===== src/include/pm_event_map.svh =====
// Register offsets, field positions, reset values and timing counts of the event logic
`ifndef PM_EVENT_MAP_SVH
`define PM_EVENT_MAP_SVH

`define PM_CTRL_OFS     8'h00
`define PM_STAT_OFS     8'h04
`define PM_MASK_OFS     8'h08
`define PM_PINS_OFS     8'h0c

`define CTL_EXT_EN      0
`define CTL_LID_EN      1
`define CTL_PWR_EN      2
`define CTL_RING_EN     3
`define CTL_ALERT_EN    4
`define CTL_LID_GPI     5
`define CTL_RING_GPI    6
`define CTL_ALERT_GPI   7
`define CTL_HALT_GPO    8
`define CTL_HALT_REQ    9
`define CTL_GPO_VAL     10
`define CTL_ROUTE_LO    11
`define CTL_W           13
`define CTL_RST         13'h0400

`define ST_EXT          0
`define ST_LID          1
`define ST_PWR          2
`define ST_RING         3
`define ST_ALERT        4
`define ST_BUSACT       5
`define ST_W            6
`define ST_RST          6'h00
`define MASK_RST        6'h00

`define PIN_LID         0
`define PIN_PWR         1
`define PIN_RING        2
`define PIN_ALERT       3
`define PIN_EXT         4
`define PIN_REQ_LO      5
`define PIN_HALT        9

`define SY_EXT          0
`define SY_LID          1
`define SY_PWR          2
`define SY_RING         3
`define SY_ALERT        4
`define SY_REQ_LO       5
`define SY_W            9
`define SY_RST          9'h1ff

`define DEBOUNCE_MS     16
`define CLK_KHZ         200000
`define DEBOUNCE_CYC    (`DEBOUNCE_MS * `CLK_KHZ)

`endif


===== src/include/pm_event_pkg.sv =====
// Types shared by the power-management event logic
`default_nettype none
package pm_event_pkg;
	typedef enum logic [1:0] {
		ROUTE_IRQ,
		ROUTE_SMI,
		ROUTE_RESUME,
		ROUTE_NONE
	} alert_route_t;

	typedef enum logic {
		BUS_IDLE,
		BUS_DATA
	} bus_state_t;
endpackage
`default_nettype wire


===== src/logic/pm_debounce.sv =====
// Level debouncer: output follows the input once it has held steady for a full interval
`timescale 1ns/1ps
`default_nettype none
module pm_debounce #(
	parameter int unsigned DB_CYCLES = 3200000,
	parameter int unsigned CNT_W     = 22
) (
	input  wire logic hclk,
	input  wire logic hresetn,
	input  wire logic din,
	output logic      dout_ff
);
	logic [CNT_W-1:0] cnt_ff;
	logic [CNT_W-1:0] last_cnt;

	assign last_cnt = CNT_W'(DB_CYCLES - 1);

	// Any bounce back to the held level restarts the interval
	always_ff @(posedge hclk or negedge hresetn) begin
		if (!hresetn) begin
			cnt_ff <= '0;
		end else if (din == dout_ff) begin
			cnt_ff <= '0;
		end else if (cnt_ff == last_cnt) begin
			cnt_ff <= '0;
		end else begin
			cnt_ff <= cnt_ff + 1'b1;
		end
	end

	always_ff @(posedge hclk or negedge hresetn) begin
		if (!hresetn) begin
			dout_ff <= 1'b1;
		end else if (din != dout_ff && cnt_ff == last_cnt) begin
			dout_ff <= din;
		end
	end
endmodule // pm_debounce
`default_nettype wire


===== src/logic/pm_event_input.sv =====
// Power-management event inputs, clock-halt pin and their register interface
`timescale 1ns/1ps
`default_nettype none
`include "pm_event_map.svh"

// Overview of operation
// Enabled falling edge on input raises management interrupt
// One-cycle assertion of external input is caught
// Source keeps input released four cycles
// Pull external pin low on serial interrupt request
// Lid edges of both directions raise interrupt
// Lid and power button debounced sixteen milliseconds
// Lid pin readable as general input
// Sample four bus request monitor inputs
// Drive clock-halt low to stop bus clocks
// Own bus clock keeps running while halted
// Clock-halt pin usable as general output
// Ring input wakes, or serves as input
// Resume reset clears all suspend-well logic
// Bus alert raises irq, interrupt or resume
// Management bus pins never driven
// Asynchronous inputs synchronized before any use
module pm_event_input
	import pm_event_pkg::*;
#(
	parameter int unsigned DB_CYCLES = `DEBOUNCE_CYC,
	parameter int unsigned REQ_W     = 4
) (
	input  wire logic             hclk,
	input  wire logic             hresetn,
	input  wire logic             hsel,
	input  wire logic [31:0]      haddr,
	input  wire logic [1:0]       htrans,
	input  wire logic             hwrite,
	input  wire logic [2:0]       hsize,
	input  wire logic [31:0]      hwdata,
	input  wire logic             hready,
	output logic                  hreadyout,
	output logic                  hresp,
	output logic [31:0]           hrdata,
	input  wire logic             ext_mgmt_irq_n_in,
	output logic                  ext_mgmt_irq_n_out,
	output logic                  ext_mgmt_irq_n_oe,
	input  wire logic             serirq_smi_req,
	input  wire logic             lid_in,
	input  wire logic             power_button_n,
	input  wire logic             ring_wake_n,
	input  wire logic             mgmt_bus_alert_n,
	input  wire logic [REQ_W-1:0] bus_req_monitor_n,
	output logic                  bus_clk_halt_n,
	output logic                  smb_clk_out,
	output logic                  smb_clk_oe,
	output logic                  smb_data_out,
	output logic                  smb_data_oe,
	output logic                  sys_mgmt_irq_n,
	output logic                  alert_irq,
	output logic                  pm_resume,
	output logic                  irq
);
	localparam int unsigned SY_N = 5 + REQ_W;
	localparam int unsigned CNT_W = $clog2(DB_CYCLES + 1);

	logic [SY_N-1:0]      sync1_ff;
	logic [SY_N-1:0]      sync2_ff;
	logic [SY_N-1:0]      sync3_ff;
	logic [SY_N-1:0]      stable_ff;
	logic                 lid_db;
	logic                 pwr_db;
	logic                 lid_db_d_ff;
	logic                 pwr_db_d_ff;
	logic                 ring_d_ff;
	logic                 alert_d_ff;
	logic [`CTL_W-1:0]    ctrl_ff;
	logic [`ST_W-1:0]     stat_ff;
	logic [`ST_W-1:0]     nxt_stat;
	logic [`ST_W-1:0]     stat_set;
	logic [`ST_W-1:0]     stat_clr;
	logic [`ST_W-1:0]     mask_ff;
	bus_state_t           bus_ff;
	logic [7:0]           addr_ff;
	logic                 wr_ff;
	logic                 hreadyout_ff;
	logic [31:0]          hrdata_ff;
	logic                 ext_oe_ff;
	logic                 halt_n_ff;
	logic                 smi_n_ff;
	logic                 alert_irq_ff;
	logic                 resume_ff;
	logic                 irq_ff;
	logic                 smb_oe_ff;
	logic                 take;
	logic                 wr_now;
	logic                 ext_fall;
	logic                 lid_edge;
	logic                 pwr_press;
	logic                 ring_fall;
	logic                 alert_fall;
	alert_route_t         route;
	logic [SY_N-1:0]      pins_raw;

	// Same-clock register field read
	function automatic logic ctl(input logic [`CTL_W-1:0] c, input int unsigned pos);
		ctl = c[pos];
	endfunction

	// Register read multiplexer, unmapped offsets read zero
	function automatic logic [31:0] rd_mux(input logic [7:0] a);
		logic [31:0] v;
		v = 32'h0000_0000;
		unique case (a)
			`PM_CTRL_OFS: v[`CTL_W-1:0] = ctrl_ff;
			`PM_STAT_OFS: v[`ST_W-1:0] = stat_ff;
			`PM_MASK_OFS: v[`ST_W-1:0] = mask_ff;
			`PM_PINS_OFS: begin
				v[`PIN_LID]   = lid_db;
				v[`PIN_PWR]   = pwr_db;
				v[`PIN_RING]  = stable_ff[`SY_RING];
				v[`PIN_ALERT] = stable_ff[`SY_ALERT];
				v[`PIN_EXT]   = stable_ff[`SY_EXT];
				v[`PIN_REQ_LO +: REQ_W] = stable_ff[`SY_REQ_LO +: REQ_W];
				v[`PIN_HALT]  = halt_n_ff;
			end
			default: v = 32'h0000_0000;
		endcase
		return v;
	endfunction

	assign pins_raw = {bus_req_monitor_n, mgmt_bus_alert_n, ring_wake_n, power_button_n,
		lid_in, ext_mgmt_irq_n_in};

	// Three-stage capture of every pin; a change is taken once stages two and three agree
	always_ff @(posedge hclk or negedge hresetn) begin
		if (!hresetn) begin
			sync1_ff  <= SY_N'(`SY_RST);
			sync2_ff  <= SY_N'(`SY_RST);
			sync3_ff  <= SY_N'(`SY_RST);
			stable_ff <= SY_N'(`SY_RST);
		end else begin
			sync1_ff  <= pins_raw;
			sync2_ff  <= sync1_ff;
			sync3_ff  <= sync2_ff;
			for (int i = 0; i < SY_N; i++) begin
				if (sync2_ff[i] == sync3_ff[i]) begin
					stable_ff[i] <= sync3_ff[i];
				end
			end
		end
	end

	pm_debounce #(
		.DB_CYCLES (DB_CYCLES),
		.CNT_W     (CNT_W)
	) u_lid_db (
		.hclk    (hclk),
		.hresetn (hresetn),
		.din     (stable_ff[`SY_LID]),
		.dout_ff (lid_db)
	);

	pm_debounce #(
		.DB_CYCLES (DB_CYCLES),
		.CNT_W     (CNT_W)
	) u_pwr_db (
		.hclk    (hclk),
		.hresetn (hresetn),
		.din     (stable_ff[`SY_PWR]),
		.dout_ff (pwr_db)
	);

	always_ff @(posedge hclk or negedge hresetn) begin
		if (!hresetn) begin
			lid_db_d_ff <= 1'b1;
			pwr_db_d_ff <= 1'b1;
			ring_d_ff   <= 1'b1;
			alert_d_ff  <= 1'b1;
		end else begin
			lid_db_d_ff <= lid_db;
			pwr_db_d_ff <= pwr_db;
			ring_d_ff   <= stable_ff[`SY_RING];
			alert_d_ff  <= stable_ff[`SY_ALERT];
		end
	end

	assign route = alert_route_t'(ctrl_ff[`CTL_ROUTE_LO +: 2]);

	// Falls are taken between stages two and three so a one-cycle pulse counts; our own
	// drive of the shared line must not read back as a new request
	assign ext_fall   = sync3_ff[`SY_EXT] && !sync2_ff[`SY_EXT] && !ext_oe_ff;
	assign lid_edge   = lid_db_d_ff != lid_db;
	assign pwr_press  = pwr_db_d_ff && !pwr_db;
	assign ring_fall  = ring_d_ff && !stable_ff[`SY_RING];
	assign alert_fall = alert_d_ff && !stable_ff[`SY_ALERT];

	always_comb begin
		stat_set = '0;
		stat_set[`ST_EXT]    = ext_fall && ctl(ctrl_ff, `CTL_EXT_EN);
		stat_set[`ST_LID]    = lid_edge && ctl(ctrl_ff, `CTL_LID_EN)
			&& !ctl(ctrl_ff, `CTL_LID_GPI);
		stat_set[`ST_PWR]    = pwr_press && ctl(ctrl_ff, `CTL_PWR_EN);
		stat_set[`ST_RING]   = ring_fall && ctl(ctrl_ff, `CTL_RING_EN)
			&& !ctl(ctrl_ff, `CTL_RING_GPI);
		stat_set[`ST_ALERT]  = alert_fall && ctl(ctrl_ff, `CTL_ALERT_EN)
			&& !ctl(ctrl_ff, `CTL_ALERT_GPI);
		stat_set[`ST_BUSACT] = !(&stable_ff[`SY_REQ_LO +: REQ_W]);
	end

	assign take   = hsel && hready && htrans[1];
	assign wr_now = (bus_ff == BUS_DATA) && wr_ff && !hreadyout_ff;

	always_comb begin
		stat_clr = '0;
		if (wr_now && addr_ff == `PM_STAT_OFS) begin
			stat_clr = hwdata[`ST_W-1:0];
		end
		// A new event in the clearing cycle survives
		nxt_stat = (stat_ff & ~stat_clr) | stat_set;
	end

	// Bus slave: one wait state, then write lands and read data stands
	always_ff @(posedge hclk or negedge hresetn) begin
		if (!hresetn) begin
			bus_ff       <= BUS_IDLE;
			addr_ff      <= 8'h00;
			wr_ff        <= 1'b0;
			hreadyout_ff <= 1'b1;
		end else begin
			unique case (bus_ff)
				BUS_IDLE: begin
					if (take) begin
						bus_ff       <= BUS_DATA;
						addr_ff      <= {haddr[7:2], 2'b00};
						wr_ff        <= hwrite;
						hreadyout_ff <= 1'b0;
					end
				end
				BUS_DATA: begin
					if (!hreadyout_ff) begin
						hreadyout_ff <= 1'b1;
					end else if (take) begin
						addr_ff      <= {haddr[7:2], 2'b00};
						wr_ff        <= hwrite;
						hreadyout_ff <= 1'b0;
					end else begin
						bus_ff <= BUS_IDLE;
					end
				end
			endcase
		end
	end

	always_ff @(posedge hclk or negedge hresetn) begin
		if (!hresetn) begin
			hrdata_ff <= 32'h0000_0000;
		end else if (bus_ff == BUS_DATA && !hreadyout_ff && !wr_ff) begin
			hrdata_ff <= rd_mux(addr_ff);
		end
	end

	always_ff @(posedge hclk or negedge hresetn) begin
		if (!hresetn) begin
			ctrl_ff <= `CTL_RST;
			mask_ff <= `MASK_RST;
		end else if (wr_now) begin
			if (addr_ff == `PM_CTRL_OFS) begin
				ctrl_ff <= hwdata[`CTL_W-1:0];
			end
			if (addr_ff == `PM_MASK_OFS) begin
				mask_ff <= hwdata[`ST_W-1:0];
			end
		end
	end

	always_ff @(posedge hclk or negedge hresetn) begin
		if (!hresetn) begin
			stat_ff <= `ST_RST;
		end else begin
			stat_ff <= nxt_stat;
		end
	end

	// Output pins and request lines, all registered
	always_ff @(posedge hclk or negedge hresetn) begin
		if (!hresetn) begin
			ext_oe_ff    <= 1'b0;
			halt_n_ff    <= 1'b1;
			smi_n_ff     <= 1'b1;
			alert_irq_ff <= 1'b0;
			resume_ff    <= 1'b0;
			irq_ff       <= 1'b0;
			smb_oe_ff    <= 1'b0;
		end else begin
			ext_oe_ff <= serirq_smi_req;
			// Halting only the bus clock outputs; hclk itself stays free-running
			if (ctl(ctrl_ff, `CTL_HALT_GPO)) begin
				halt_n_ff <= ctl(ctrl_ff, `CTL_GPO_VAL);
			end else begin
				halt_n_ff <= !ctl(ctrl_ff, `CTL_HALT_REQ);
			end
			smi_n_ff <= !(stat_ff[`ST_EXT] || stat_ff[`ST_LID]
				|| (stat_ff[`ST_ALERT] && route == ROUTE_SMI));
			alert_irq_ff <= stat_ff[`ST_ALERT] && route == ROUTE_IRQ;
			resume_ff    <= stat_ff[`ST_RING] || stat_ff[`ST_PWR]
				|| (stat_ff[`ST_ALERT] && route == ROUTE_RESUME);
			irq_ff    <= |(stat_ff & mask_ff);
			smb_oe_ff <= 1'b0;
		end
	end

	assign hreadyout          = hreadyout_ff;
	assign hresp              = 1'b0;
	assign hrdata             = hrdata_ff;
	assign ext_mgmt_irq_n_out = 1'b0;
	assign ext_mgmt_irq_n_oe  = ext_oe_ff;
	assign bus_clk_halt_n     = halt_n_ff;
	assign smb_clk_out        = 1'b0;
	assign smb_clk_oe         = smb_oe_ff;
	assign smb_data_out       = 1'b0;
	assign smb_data_oe        = smb_oe_ff;
	assign sys_mgmt_irq_n     = smi_n_ff;
	assign alert_irq          = alert_irq_ff;
	assign pm_resume          = resume_ff;
	assign irq                = irq_ff;

	logic unused_ok;
	assign unused_ok = ^{haddr[31:8], haddr[1:0], hsize, hwdata[31:`CTL_W]};
endmodule // pm_event_input
`default_nettype wire


===== config.mk =====
export PLATFORM = sky130hd
export DESIGN_NAME = pm_event_input
export DESIGN_NICKNAME = d
export VERILOG_FILES = /design/src/include/pm_event_pkg.sv /design/src/logic/pm_debounce.sv /design/src/logic/pm_event_input.sv
export VERILOG_INCLUDE_DIRS = /design/src /design/src/include
export SDC_FILE = /design/constraint.sdc
export NUM_CORES = 1
export LEC_CHECK = 0
export ABC_AREA = 1
export BUFFER_PORTS_ARGS = -buffer_cell sky130_fd_sc_hd__buf_2
export CORE_MARGIN = 2
export CORE_UTILIZATION = 45
export CTS_CLUSTER_SIZE = 12
export DETAILED_ROUTE_END_ITERATION = 12
export GPL_ROUTABILITY_DRIVEN = 0
export PLACE_DENSITY = 0.79
export SLEW_MARGIN = 30
export SYNTH_ARGS = -nofsm -noshare
export SYNTH_HDL_FRONTEND = slang
export SYNTH_SLANG_ARGS = --single-unit

===== constraint.sdc =====
create_clock -name hclk -period 1.9 [get_ports hclk]
set_clock_uncertainty 0.2 [all_clocks]
set_input_delay 0.19 -clock hclk [delete_from_list [all_inputs] [get_ports hclk]]
set_output_delay 0.19 -clock hclk [all_outputs]
set_load 0.005 [all_outputs]

==> results.md <==
- The run finished with clean final reports.
- In this design, the stage delay of the slowest critical-path cell is approximately 0.42 ns.
- In this run switching power makes up between 20 and 30% of total power.
- The CTS tree is built.
- The endpoint of the worst register-to-register path is ctrl_ff[11].
- Entering global routing, the biggest net connects 42 pins.
- After synthesis the netlist holds a flip-flop and latch count of 139.
- The total wire length is 12.98 mm.
- The final critical path time including I/O delays and setup is 1.704 ns.
- In this run the standard cell core region covers 14370 um2.
- The minimum setup slack among reg-to-reg paths is 0.20 ns.
- Together, buffers and inverters on the worst path number 1.
- The number of H-tree levels is 4.
- Timing would allow up to 586.9 MHz.
- The multi-input combinational cell area is 2572 um2.
- Row generation in the floorplan step produced 44 rows.
- After detailed placement, the total cell area comes to 7010 um2.
- STA classifies the critical path endpoint as a flip-flop.
- In this run the worst path has a maximum fanout of 22.
- The share of total power in the clock network is a little under two fifths.
- The worst setup path is of the reg -> reg kind.
- Setup repair after global routing left no endpoint under its margin.
- The sequential fraction of the synthesis area is a little over half.
- Ranked by total cell area, the synthesized netlist is headed by sky130_fd_sc_hd__dfrtp_1, sky130_fd_sc_hd__dfstp_2, sky130_fd_sc_hd__nand2_1, sky130_fd_sc_hd__nor2_1, sky130_fd_sc_hd__nand3_1.
- STA puts the critical path data arrival time at 1.81 ns.
- The post-layout instance area is roughly 7900 um2.
- The die covers 15530 um2.
- In the final layout, the share of cells above drive strength 1 is between 20 and 25%.
- The count of cell types in the netlist is 38.
- The post-placement cell count is 971.
- The height of the chip is 124.6 um.
- The count of nets left with antenna violations once routing finished came out at 0.
- Adding up every negative setup slack in the final design gives 0 ns.
- During placement, the flow inserted port buffers numbering 54.
- The vias after detailed routing is approximately 5000.
- The width of the die is 124.6 um.
- The ratio of total power to cell area is 1034 nW/um2.
- The top cell type by total area after synthesis is sky130_fd_sc_hd__dfrtp_1.
- For this run, the post-layout net count is ~930.
- Counting the buffers created by CTS gives 17.
- The required time reported for the critical path endpoint is 2.00 ns.
- The number of maximum-capacitance violations is 0.
- Once routing completed, OpenROAD measured the worst setup slack at 0.1960 ns.
- The share of the synthesized area in the top cell type is 35.55%.
- The clock sink count is 139.
- The area overhead of the layout relative to synthesis is 20.83%.
- The kind of cell with the highest combined delay on the critical path is simple AND/OR/NAND/NOR gates.
- The internal cell power is 5.843 mW.
- The slowest stage cell on the critical path is sky130_fd_sc_hd__dfrtp_1.
- The global-route usage over all layers is a little under a fifth.
- The post-synth design cell area is 6546 um2.
- The analysis attributes to cell leakage a power of 3.719 nW.
- After clock tree synthesis, the clock-pin slew on the worst setup and hold paths is about 0.060 ns.
- Timing analysis after detailed placement gives a worst setup slack of 0.1443 ns.
- The number of design rule violations left after detail routing is 0.
- The number of standard cells in the final layout excluding fillers is 1037.
- Synthesis produced 730 cells.
- The repair_antennas step left the layout with diodes totalling 0.
- The worst-case reg-to-reg path depth is 6.
- The number of pins exceeding their max-slew limit in the final report is 0.
- The via count of the first global-routing pass is ~4900.
- The post-detailed-route wirelength per cell is around 13 um.
- The worst vdd rail ir drop is 0.6665 mV.
- Setup violations remaining at the end of the flow were counted as 0.
- The global route total overflow is 0.
- The average cell area after synthesis is 8.968 um2.
- The starting density of the core is a little under half.
- The number of antenna violations at the first check in global routing was 0.
- The via-per-instance ratio is 4.756.
- The final-report hold violation count is 0.
- The buffer levels on the longest clock path is 2.
- The violation count after the first detailed-route iteration is about 280.
- For this design the total switching power over the nets is around 2.3 mW.
- In this run the critical register-to-register path is launched from addr_ff[5].
- The clock reaches the later pin of the worst-skew pair after 0.43 ns.
- Sequential cells burn 46.2% of the power.
- The number of fillers in the final layout is 1244.
- The placed wire-length estimate is around 9.2 mm.
- The wire length of the first global-routing pass is 22.80 mm.
- The cell chosen for the clock root is sky130_fd_sc_hd__clkbuf_16.
- The worst hold path belongs to the class in -> async.
- The critical path goes through nor2_4, nand3_4, inv_4, nand2_4, nor2_1, a21oi_2.
- The first detailed-routing pass ran for 5 iterations.
- The number of cells upsized or downsized after cts is 0.
- The worst setup path is launched from a flip-flop.
- The combinational cell fraction of total power is between 10% and 20%.
- The top-level I/O count is 129.
- Dividing the final minimum period by the clock period gives 89.68%.
- In the final layout, flip-flops and latches occupy ~3500 um2.
- The Yosys warning count is 0.
-- metal layers --
| layer | track usage (%) | vias to the layer above | routed length [um] |
|---|---|---|---|
| met2 | 29.22 | 99 | 6283 |
| li1 | - | 2474 | - |
| met1 | 23.77 | 2339 | 6033 |
| met5 | 0 | - | 0 |
| met3 | 4.983 | 20 | 492 |
| met4 | 6.213 | 0 | 167 |
-- Yosys cell counts (all sizes together) --
cell type    n
xnor2        9
inv         78
nor3         4
nand4        9
o21ai       33
conb         1
nand2      165
dfstp       46
nand3b       2
o21bai       2
nor4         1
o311ai       1
o221ai       1
dfrtp       93
a21oi       14
nor2       154
and2         1
xor2        14
o22ai        2
nand3       57
maj3         8
a311oi       1
buf         31
ha           3
-- final cells by class --
cell class | instances | area share (%)
clock buffer | 21 | 6.090
clock inverter | 11 | 1.012
inverter | 78 | 3.733
multi-input combinational | 506 | 32.52
sequential | 139 | 44.70
tap | 184 | 2.910
timing repair buffer | 98 | 9.032
-- flip-flops by register name, indices dropped and copies added, names as in the netlist, 6 cells and up --
name,flops
ctrl_ff,13
sync3_ff,9
sync1_ff,9
sync2_ff,9
stat_ff,6
u_lid_db.cnt_ff,22
addr_ff,6
mask_ff,6
u_pwr_db.cnt_ff,22
hrdata,13
stable_ff,9
-- cell families (layout without fill, tap and decap cells) --
| group | count (synthesis) | in the layout | share of synthesized area (%) |
|---|---|---|---|
| buffers and inverters | 109 | 208 | 8.066 |
| other | 1 | 25 | 0.05728 |
| and+or+nand+nor | 393 | 393 | 27.48 |
| xor gates and xnor gates | 23 | 23 | 3.307 |
| DFF | 139 | 139 | 54.01 |
| adders and majority gates | 11 | 11 | 1.797 |
| AOI/OAI and AO/OA | 54 | 54 | 5.275 |
-- worst max path at each step --
stage	slack, ns	start	depth (start not counted)	endpoint
6_report	0.20	addr_ff[5]	6	ctrl_ff[11]
5_1_grt	0.08	addr_ff[5]	6	ctrl_ff[11]
4_1_cts	0.1	hreadyout	6	stat_ff[4]
3_5_place_dp	0.14	hreadyout	6	stat_ff[1]
3_3_place_gp	0.21	hreadyout	6	stat_ff[5]
2_1_floorplan	0.34	u_lid_db.cnt_ff[0]	8	u_lid_db.cnt_ff[10]
-- through the flow --
stage / hold WS (ns) / utilization, % / power, mW
finish: 0.02425 / 55.05 / 8.182
global route: 0.04582 / 55.05 / 8.644
CTS: 0.01246 / 55.00 / 8.273
floorplan: -0.3056 / - / 4.594
global placement: -0.1001 / 48.79 / 5.012
detailed placement: -0.09854 / 48.79 / 5.063
-- power groups by stage --
stage	Sequential, mW	Combinational, mW	Clock [mW]
2_1_floorplan	3.77	0.820	0
3_3_place_gp	3.81	1.21	0
4_1_cts	3.78	1.30	3.19
3_5_place_dp	3.82	1.24	0
5_1_grt	3.84	1.48	3.33
6_report	3.78	1.29	3.11
-- worst reg2reg max path, cell delays in order, from the launching register on --
cell and delay, ns:
sky130_fd_sc_hd__dfrtp_1 0.42, sky130_fd_sc_hd__nor2_4 0.21, sky130_fd_sc_hd__nand3_4 0.19, sky130_fd_sc_hd__inv_4 0.14, sky130_fd_sc_hd__nand2_4 0.19, sky130_fd_sc_hd__nor2_1 0.20, sky130_fd_sc_hd__a21oi_2 0.04
-- placed cells by master, fill, tap and decap left out, types with 15 or more instances in the layout --
cell type and count:
sky130_fd_sc_hd__clkbuf_16 18, sky130_fd_sc_hd__inv_1 71, sky130_fd_sc_hd__dfstp_2 46, sky130_fd_sc_hd__buf_2 53, sky130_fd_sc_hd__conb_1 25, sky130_fd_sc_hd__dlygate4sd3_1 33, sky130_fd_sc_hd__nand3_1 56, sky130_fd_sc_hd__nand2_1 147
sky130_fd_sc_hd__dfrtp_1 93, sky130_fd_sc_hd__o21ai_0 15, sky130_fd_sc_hd__nor2_1 130
-- timing repair --
action / CTS / global route
setup buffers: 0 / 1
hold endpoints to repair: 169 / 0
setup endpoints to repair: 0 / 3
hold buffers: 33 / 0
Power figures use the tool's default switching activity.
